## config.mk

```make
export PLATFORM = sky130hd
export DESIGN_NAME = brf_remote_io
export DESIGN_NICKNAME = d
export VERILOG_FILES = /design/src/logic/brf_pkg.sv /design/src/logic/brf_error_latch.sv /design/src/logic/brf_remote_io.sv
export VERILOG_INCLUDE_DIRS = /design/src /design/src/logic
export SDC_FILE = /design/constraint.sdc
export NUM_CORES = 1
export LEC_CHECK = 0
export BUFFER_PORTS_ARGS = -buffer_cell sky130_fd_sc_hd__buf_2
export CORE_AREA = 2 2 230 232
export DETAILED_ROUTE_END_ITERATION = 8
export DIE_AREA = 0 0 232 234
export HOLD_SLACK_MARGIN = 0.06
export PLACE_DENSITY = 0.56
export SLEW_MARGIN = 25
export SYNTH_ARGS = -nofsm -noshare
export SYNTH_HDL_FRONTEND = slang
export SYNTH_SLANG_ARGS = --single-unit
```

## constraint.sdc

```tcl
create_clock -name ref_clk -period 3.9 [get_ports ref_clk]
set_input_delay 0.585 -clock ref_clk [delete_from_list [all_inputs] [get_ports ref_clk]]
set_output_delay 0.585 -clock ref_clk [all_outputs]
set_load 0.02 [all_outputs]
```

## src/logic/brf_defines.svh

```systemverilog
`ifndef BRF_DEFINES_SVH
`define BRF_DEFINES_SVH
// word offsets relative to the assigned base word
`define BRF_OFF_LINE_STATUS   7'd0
`define BRF_OFF_PARAM_STATUS  7'd1
`define BRF_OFF_BANK_STATUS   7'd2
`define BRF_OFF_IMAGE_FIRST   7'd4
`define BRF_OFF_IMAGE_LAST    7'd19
`define BRF_OFF_RSV_FIRST     7'd20
// line status word bit positions
`define BRF_BIT_READY         0
`define BRF_BIT_SHORT         1
`define BRF_BIT_DROP          3
`define BRF_BIT_BREAK         4
`define BRF_BIT_OVERCOUNT     6
`define BRF_BIT_HS_CAPABLE    10
`define BRF_BIT_BUSY          11
`define BRF_BIT_ADJUST        15
// param/alarm status word bit positions
`define BRF_BIT_ALARM         0
`define BRF_BIT_DONE          1
`define BRF_BIT_PERR          2
`define BRF_BIT_DETECT        4
// command bit positions
`define BRF_BIT_ERR_CLR       0
`define BRF_BIT_ADDR_DET      1
`define BRF_BIT_SINGLE        0
`define BRF_BIT_BATCH_RD      1
`define BRF_BIT_BATCH_WR      2
`define BRF_BIT_BANK_SEL      0
`define BRF_BIT_BANK_SW       1
// slave count limit without wide host support
`define BRF_NARROW_MAX_SLAVES 9'd128
`define BRF_RESET_WORD        16'h0000
`endif

```

## src/logic/brf_pkg.sv

```systemverilog
`default_nettype none
package brf_pkg;
    typedef struct packed {
        logic short_det;
        logic drop_det;
        logic break_det;
        logic hw_fail;
        logic self_test_done;
        logic adjust_mode;
        logic slave_alarm;
        logic param_err;
    } brf_fault_t;

    typedef struct packed {
        logic work_done;
        logic detect_done;
        logic bank_done;
    } brf_done_t;

    typedef enum logic [2:0] {
        BRF_P_IDLE = 3'b001,
        BRF_P_WORK = 3'b010,
        BRF_P_HOLD = 3'b100
    } brf_pstate_t;
endpackage : brf_pkg
`default_nettype wire

```

## src/logic/brf_error_latch.sv

```systemverilog
`timescale 1ns/1ps
`default_nettype none
module brf_error_latch
(
    // clock and reset
    input  wire logic ref_clk,
    input  wire logic nrst,
    // set and clear
    input  wire logic set_in,
    input  wire logic clr_in,
    // flag
    output logic      flag_q
);
    // set wins over clear so no event is lost
    always_ff @(posedge ref_clk)
    begin
        if (!nrst)
            flag_q <= 1'b0;
        else if (set_in)
            flag_q <= 1'b1;
        else if (clr_in)
            flag_q <= 1'b0;
    end
endmodule : brf_error_latch
`default_nettype wire

```

## src/logic/brf_remote_io.sv

```systemverilog
// Contract
// - ready rises after power-on once self test has ended
// - ready drops while an internal hardware failure is seen
// - short error sets on wire short or supply overcurrent
// - short error latched until cured, then reset or clear pulse
// - supply drop error sets when field supply voltage falls
// - drop error latched until cured, then reset or clear pulse
// - break error sets on wire break or lost slave, except in adjust mode
// - break error latched until cured, then reset or clear pulse
// - overcount error sets when narrow host and 129 or more slaves
// - overcount clears after count at most 128 and address detection
// - overcount clears with wide host after detection or reset
// - handshake capable bit is always one
// - busy sets when any parameter command processing starts
// - input points 0..255 in words base+4..19, point 0 at bit 0
// - output points from words base+4..19 forwarded to slaves
// - line status word bit layout, reserved bits zero
// - param status word bit layout, reserved bits zero
// - word 2: bank shown and switching; select and switch commands
// - words relative to base; offsets 20 to 127 reserved
// - busy drops after processing done and all commands low
// - bank low shows slaves 1-128, high shows 129-256
`timescale 1ns/1ps
`default_nettype none
`include "brf_defines.svh"
module brf_remote_io
    import brf_pkg::*;
#(
    parameter int POINTS = 256,
    parameter int WORDS  = 16
)
(
    // clock and reset
    input  wire logic        ref_clk,
    input  wire logic        nrst,
    // master side word access
    input  wire logic [6:0]  rx_addr,
    output logic      [15:0] rx_data_q,
    input  wire logic        wr_en,
    input  wire logic [6:0]  wr_addr,
    input  wire logic [15:0] wr_data,
    // sensor bus side
    input  wire logic [POINTS-1:0] slave_in_points,
    output logic      [POINTS-1:0] slave_out_points_q,
    input  wire brf_fault_t  fault_in,
    input  wire brf_done_t   done_in,
    input  wire logic        wide_host,
    input  wire logic [8:0]  slave_count,
    // command strobes to the engines
    output logic             param_start,
    output logic             detect_start,
    output logic             bank_start,
    output logic             bank_sel_q
);
    // the word map is fixed at sixteen image words of sixteen points
    if (POINTS != 256 || WORDS * 16 != POINTS)
    begin : g_bad_size
        $error("brf_remote_io: unsupported point count");
    end

    logic [15:0]       cmd0_q;
    logic [15:0]       cmd1_q;
    logic [15:0]       cmd2_q;
    logic              ready_q;
    logic              over_q;
    logic              detect_q;
    logic              switch_q;
    logic              bank_q;
    logic              done_q;
    logic              clr_prev_q;
    logic              det_prev_q;
    logic              sw_prev_q;
    logic              sw_done_q;
    logic              perr_q;
    logic              alarm_q;
    logic              short_q;
    logic              drop_q;
    logic              break_q;
    brf_pstate_t       pst_q;
    brf_pstate_t       pst_d;

    // decode of master commands, reserved bits never looked at
    wire clr_req   = cmd0_q[`BRF_BIT_ERR_CLR];
    wire det_req   = cmd0_q[`BRF_BIT_ADDR_DET];
    wire any_param = cmd1_q[`BRF_BIT_SINGLE] |
                     cmd1_q[`BRF_BIT_BATCH_RD] |
                     cmd1_q[`BRF_BIT_BATCH_WR];
    wire sw_req    = cmd2_q[`BRF_BIT_BANK_SW];
    wire clr_fall  = clr_prev_q & ~clr_req;
    wire det_rise  = det_req & ~det_prev_q;
    wire sw_rise   = sw_req & ~sw_prev_q;
    wire over_cond = ~wide_host & (slave_count > `BRF_NARROW_MAX_SLAVES);

    // write side: words relative to base, reserved region dropped
    wire wr_cmd0 = wr_en && wr_addr == `BRF_OFF_LINE_STATUS;
    wire wr_cmd1 = wr_en && wr_addr == `BRF_OFF_PARAM_STATUS;
    wire wr_cmd2 = wr_en && wr_addr == `BRF_OFF_BANK_STATUS;
    wire wr_img  = wr_en && wr_addr >= `BRF_OFF_IMAGE_FIRST &&
                   wr_addr <= `BRF_OFF_IMAGE_LAST;

    always_ff @(posedge ref_clk)
    begin
        if (!nrst)
        begin
            cmd0_q <= `BRF_RESET_WORD;
            cmd1_q <= `BRF_RESET_WORD;
            cmd2_q <= `BRF_RESET_WORD;
        end
        else
        begin
            if (wr_cmd0)
                cmd0_q <= wr_data;
            if (wr_cmd1)
                cmd1_q <= wr_data;
            if (wr_cmd2)
                cmd2_q <= wr_data;
        end
    end

    // output image, one word slice per generate entry
    genvar gi;
    generate
        for (gi = 0; gi < WORDS; gi++)
        begin : g_out
            wire hit = wr_img &&
                wr_addr == 7'(`BRF_OFF_IMAGE_FIRST + gi);
            always_ff @(posedge ref_clk)
            begin
                if (!nrst)
                    slave_out_points_q[gi*16 +: 16] <= `BRF_RESET_WORD;
                else if (hit)
                    slave_out_points_q[gi*16 +: 16] <= wr_data;
            end
        end
    endgenerate

    // latched faults and alarms; clear only on the fall and only if cured
    brf_error_latch u_short
    (
        .ref_clk (ref_clk),
        .nrst    (nrst),
        .set_in  (fault_in.short_det),
        .clr_in  (clr_fall & ~fault_in.short_det),
        .flag_q  (short_q)
    );
    brf_error_latch u_drop
    (
        .ref_clk (ref_clk),
        .nrst    (nrst),
        .set_in  (fault_in.drop_det),
        .clr_in  (clr_fall & ~fault_in.drop_det),
        .flag_q  (drop_q)
    );
    brf_error_latch u_break
    (
        .ref_clk (ref_clk),
        .nrst    (nrst),
        // adjust mode hides disconnection detection
        .set_in  (fault_in.break_det & ~fault_in.adjust_mode),
        .clr_in  (clr_fall & ~fault_in.break_det),
        .flag_q  (break_q)
    );
    brf_error_latch u_alarm
    (
        .ref_clk (ref_clk),
        .nrst    (nrst),
        .set_in  (fault_in.slave_alarm),
        .clr_in  (clr_fall & ~fault_in.slave_alarm),
        .flag_q  (alarm_q)
    );
    brf_error_latch u_perr
    (
        .ref_clk (ref_clk),
        .nrst    (nrst),
        .set_in  (fault_in.param_err),
        .clr_in  (clr_fall & ~fault_in.param_err),
        .flag_q  (perr_q)
    );

    // parameter access handshake
    always_comb
    begin
        pst_d = pst_q;
        unique case (pst_q)
            BRF_P_IDLE:
                if (any_param)
                    pst_d = BRF_P_WORK;
            BRF_P_WORK:
                if (done_in.work_done)
                    pst_d = BRF_P_HOLD;
            BRF_P_HOLD:
                if (!any_param)
                    pst_d = BRF_P_IDLE;
            default:
                pst_d = BRF_P_IDLE;
        endcase
    end

    wire busy = pst_q != BRF_P_IDLE;
    assign param_start  = pst_q == BRF_P_IDLE && any_param &&
                          !fault_in.adjust_mode;
    assign detect_start = det_rise;
    assign bank_start   = sw_rise;

    always_ff @(posedge ref_clk)
    begin
        if (!nrst)
        begin
            pst_q      <= BRF_P_IDLE;
            ready_q    <= 1'b0;
            over_q     <= 1'b0;
            detect_q   <= 1'b0;
            switch_q   <= 1'b0;
            bank_q     <= 1'b0;
            bank_sel_q <= 1'b0;
            done_q     <= 1'b0;
            clr_prev_q <= 1'b0;
            det_prev_q <= 1'b0;
            sw_prev_q  <= 1'b0;
            sw_done_q  <= 1'b0;
        end
        else
        begin
            // adjust mode blocks new parameter work
            if (!(pst_q == BRF_P_IDLE && fault_in.adjust_mode))
                pst_q <= pst_d;
            ready_q    <= fault_in.self_test_done & ~fault_in.hw_fail;
            clr_prev_q <= clr_req;
            det_prev_q <= det_req;
            sw_prev_q  <= sw_req;
            if (pst_q == BRF_P_WORK && done_in.work_done)
                done_q <= 1'b1;
            else if (param_start)
                done_q <= 1'b0;
            if (det_rise)
                detect_q <= 1'b1;
            else if (done_in.detect_done)
                detect_q <= 1'b0;
            // overcount sets at once outside detection; cleared only at end of address detection
            if (over_cond && !detect_q)
                over_q <= 1'b1;
            else if (detect_q && done_in.detect_done)
                over_q <= over_cond;
            // done pulse kept so a command held past it still ends the switch
            if (sw_rise)
            begin
                switch_q   <= 1'b1;
                sw_done_q  <= 1'b0;
                bank_sel_q <= cmd2_q[`BRF_BIT_BANK_SEL];
            end
            else if (switch_q && (done_in.bank_done || sw_done_q) && !sw_req)
            begin
                switch_q <= 1'b0;
                bank_q   <= bank_sel_q;
            end
            else if (switch_q && done_in.bank_done)
                sw_done_q <= 1'b1;
        end
    end

    // status words; every bit not named reads zero
    logic [15:0] st0;
    logic [15:0] st1;
    logic [15:0] st2;
    always_comb
    begin
        st0 = `BRF_RESET_WORD;
        st0[`BRF_BIT_READY]      = ready_q;
        st0[`BRF_BIT_SHORT]      = short_q;
        st0[`BRF_BIT_DROP]       = drop_q;
        st0[`BRF_BIT_BREAK]      = break_q;
        st0[`BRF_BIT_OVERCOUNT]  = over_q;
        st0[`BRF_BIT_HS_CAPABLE] = 1'b1;
        st0[`BRF_BIT_BUSY]       = busy;
        st0[`BRF_BIT_ADJUST]     = fault_in.adjust_mode;
        st1 = `BRF_RESET_WORD;
        st1[`BRF_BIT_ALARM]  = alarm_q;
        st1[`BRF_BIT_DONE]   = done_q;
        st1[`BRF_BIT_PERR]   = perr_q;
        st1[`BRF_BIT_DETECT] = detect_q;
        st2 = `BRF_RESET_WORD;
        st2[`BRF_BIT_BANK_SEL] = bank_q;
        st2[`BRF_BIT_BANK_SW]  = switch_q;
    end

    wire [6:0]  img_idx  = rx_addr - `BRF_OFF_IMAGE_FIRST;
    wire        rd_img   = rx_addr >= `BRF_OFF_IMAGE_FIRST &&
                           rx_addr <= `BRF_OFF_IMAGE_LAST;
    wire [15:0] img_word = slave_in_points[img_idx[3:0]*16 +: 16];
    wire [15:0] rd_mux   =
        rx_addr == `BRF_OFF_LINE_STATUS  ? st0 :
        rx_addr == `BRF_OFF_PARAM_STATUS ? st1 :
        rx_addr == `BRF_OFF_BANK_STATUS  ? st2 :
        rd_img ? img_word : `BRF_RESET_WORD;

    always_ff @(posedge ref_clk)
    begin
        if (!nrst)
            rx_data_q <= `BRF_RESET_WORD;
        else
            rx_data_q <= rd_mux;
    end
endmodule : brf_remote_io
`default_nettype wire

```

==> impl_metrics.ini <==
[min_path]
hp-start = fault_in[4]
holdPathEnd = ready_q$_SDFF_PN0_
min_path_type = in -> reg
hold_depth = 2

[logic_synthesis]
ys_top_cells_by_area = dfxtp_1 (46%), mux2i_1 (19%), mux4_2 (12%)
yosys.area.top_type = dfxtp_1
yosysSeqAreaShare_pct = 46.19
avgSynthCellArea_um2 = 10.83
synth_edf_count = 0
synth_cells = 1193
ys_seq_elements = 298
ys_types = 60
synth_warnings = 0
syn_area_mm2 = 0.01291
synth_fp_nets = 1505
synth_ff_type = dfxtp_1
async_flop_share_pct = 0
yosysTopAreaCellShare_pct = 46.19

[clocking]
clock-sinks = 298
cts_resized = 0
tritoncts = built
cts_root_buf = clkbuf_16
clockBufferDepth = 3
insertion_delay_ns = 0.52
ctsHoldBuffers = 0
cts_setup_buffers = 0
cts_buffers = 34
h-tree-depth = 2
clk_pin_slew_ns = 0.06

[die]
start_util_pct = 24.82
dieArea_mm2 = 0.05429
rows = 84
ios = 586
die_height_um = 234
core_mm2 = 0.05202
dieWidth_um = 232

[outcome]
status = completed

[worst_setup_path]
path_cells = buf_2 > nor4b_4 > nand4_2 > mux2i_1 > nor2_1
worstSetupPathType = in -> reg
cp-end-kind = register
rr_worst_depth = 3
reg2reg_from = cmd1_q[2]$_SDFFE_PN0P_
reg2reg_slack_ns = 2.50
worstPathRequired_ns = 4.28
start_kind = input port
cp_slowest_cell = nand4_2
reg2reg_to = pst_q[1]$_SDFFE_PN0P_
cp_max_fo = 16
path_buf_inv = 1
worstPathArrival_ns = 2.70
slowest_delay_ns = 0.80
crit_family = simple AND/OR/NAND/NOR gates

[power]
peakVddDrop_uv = 253.7
p_per_area_mw_per_mm2 = 404.6
leakage_nw = 9.475

[flow_run]
drv_cap = 0

[sta]
grt_setup_unrepaired = no
tightest_slew_ns = 0.9358
fin_skew_ns = 0.01125
setup_tns_ns = 0
relSlewSlack_pct = 37.61
hold_viol = 0
setup_viol = 0
max_clock_freq_mhz = 430.0
fin_crit_ns = 2.326
slew_violations = 0
fin_crit_sh_pct = 59.63

[final_layout]
final_nets = 2044
post_route_cells_drive_above_1_share_pct = 42.57
fillers = 5429
area_growth_pct = 36.05
fin_area_mm2 = 0.01757
final_util_pct = 33.77

[routing]
drt_pass1_iterations = 5
via_per_inst = 4.686
vias = 11530
drc = 0
drtIter0Drc = 602
drtAntennaViolNets = 0
wl_mm = 55.86
wl_per_cell_um = 22.71

[global_route]
grt_max_degree = 151
overflow = 0
grt_pass1_vias = 11350
met1_usage_pct = 20.09
met2_usage_pct = 35.18
use_met3_pct = 5.654
grt_usage_pct = 19.47
grt_first_pass_wirelength_mm = 76.93
antenna_found_initial = 22
grt-busiest-layer = met2

[placement]
gp_congestion = 0.9718
port-buffer-count = 585
dpl-instance-area_mm2 = 0.01636
place_hpwl_mm = 42.78
layout make-up:
type                            instances  area, um^2  area share, %
Clock buffer                           48       994.7          5.661
Tap cell                              688       860.8          4.899
Clock inverter                         13       182.7          1.040
Sequential cell                       298        5966          33.95
Multi-Input combinational cell        783        6376          36.29
Antenna cell                           15       37.54         0.2136
Inverter                               10       45.04         0.2564
Timing Repair Buffer                  605        3108          17.69
report_power, final:
| part | switching, mW | internal (mW) |
|---|---|---|
| Clock | 1.31 | 2.05 |
| Sequential | 0.00732 | 3.06 |
| Combinational | 0.376 | 0.306 |
cell usage after synthesis (all sizes together) (3+ instances only):
cell type	n
clkbuf	61
inv	9
buf	41
nor2b	15
nor3b	4
o22ai	3
o21ai	6
and2	6
a21oi	30
nor3	4
nand4b	3
dfxtp	298
mux4	71
o32ai	3
nand2b	8
nand3	8
nand4	9
a22o	10
a221oi	4
nor2	274
nand2	38
mux2i	251
cell families (layout without fill, tap and decap cells):
family	Yosys count	count (layout)	share of synthesized area [%]
muxes	322	322	31.83
DFF	298	298	46.19
other	0	15	0
xor gates and xnor gates	1	1	0.06783
AOI/OAI and AO/OA	79	79	4.282
and+or+nand+nor	379	379	12.99
adders and majority gates	2	2	0.1937
buffers and inverters	112	676	4.437
registers in the layout, indices dropped and copies added (netlist names), 2 cells and up:
name / cells
slave_out_points_q: 256
rx_data_q: 16
cmd1_q: 3
pst_q: 3
cmd0_q: 2
cmd2_q: 2
layout by cell type (no fill, tap or decap), types with 3 or more instances in the layout:
master,netlist,routed
buf_4,6,20
mux2i_1,251,251
nor2_1,273,273
clkinvlp_4,0,4
a221oi_1,4,4
nand4b_1,3,3
dfxtp_1,298,298
clkbuf_8,0,7
clkbuf_1,60,6
nor2b_1,15,15
clkbuf_16,0,35
o22ai_1,3,3
mux4_2,71,71
nand2_1,38,38
clkinv_2,0,3
nor3b_1,4,4
o21ai_0,6,6
inv_1,8,8
nand4_1,5,5
and2_1,6,6
buf_2,19,583
nand3_1,5,5
a21oi_1,29,29
bufinv_16,0,4
o32ai_1,3,3
nand2b_1,8,8
nor3_1,4,4
a22o_1,10,10
nand3_2,3,3
diode_2,0,15
stage by stage:
| stage | worst slack (ns) | std cells | hold WS [ns] | power, mW |
|---|---|---|---|---|
| CTS | 1.484 | 2445 | 0.2111 | 7.219 |
| finish | 1.574 | 2460 | 0.2567 | 7.109 |
| global placement | 1.035 | 2384 | 0.4395 | 3.815 |
| detailed placement | 0.9817 | 2384 | 0.4449 | 3.818 |
| global route | 1.379 | 2457 | 0.2350 | 7.372 |
| floorplan | 1.240 | 1193 | 0.4327 | 3.486 |
worst max-delay path by stage:
stage / startpoint / to / slack (ns) / cells past startpoint
after CTS: cmd1_q[2]$_SDFFE_PN0P_ / param_start / 1.48 / 3
after global routing: cmd1_q[2]$_SDFFE_PN0P_ / param_start / 1.38 / 3
after floorplan: rx_addr[2] / rx_data_q[1]$_SDFF_PN0_ / 1.24 / 9
after global placement: wr_addr[4] / slave_out_points_q[134]$_SDFFE_PN0P_ / 1.04 / 5
after detailed placement: wr_addr[4] / slave_out_points_q[129]$_SDFFE_PN0P_ / 0.98 / 5
final: wr_addr[4] / slave_out_points_q[129]$_SDFFE_PN0P_ / 1.57 / 5
metal layers:
layer / up-vias / wire length [um]
met5: - / 38
met1: 5641 / 20100
met4: 6 / 2905
met3: 115 / 4104
met2: 469 / 28720
li1: 5297 / -
Power figures use the tool's default switching activity.
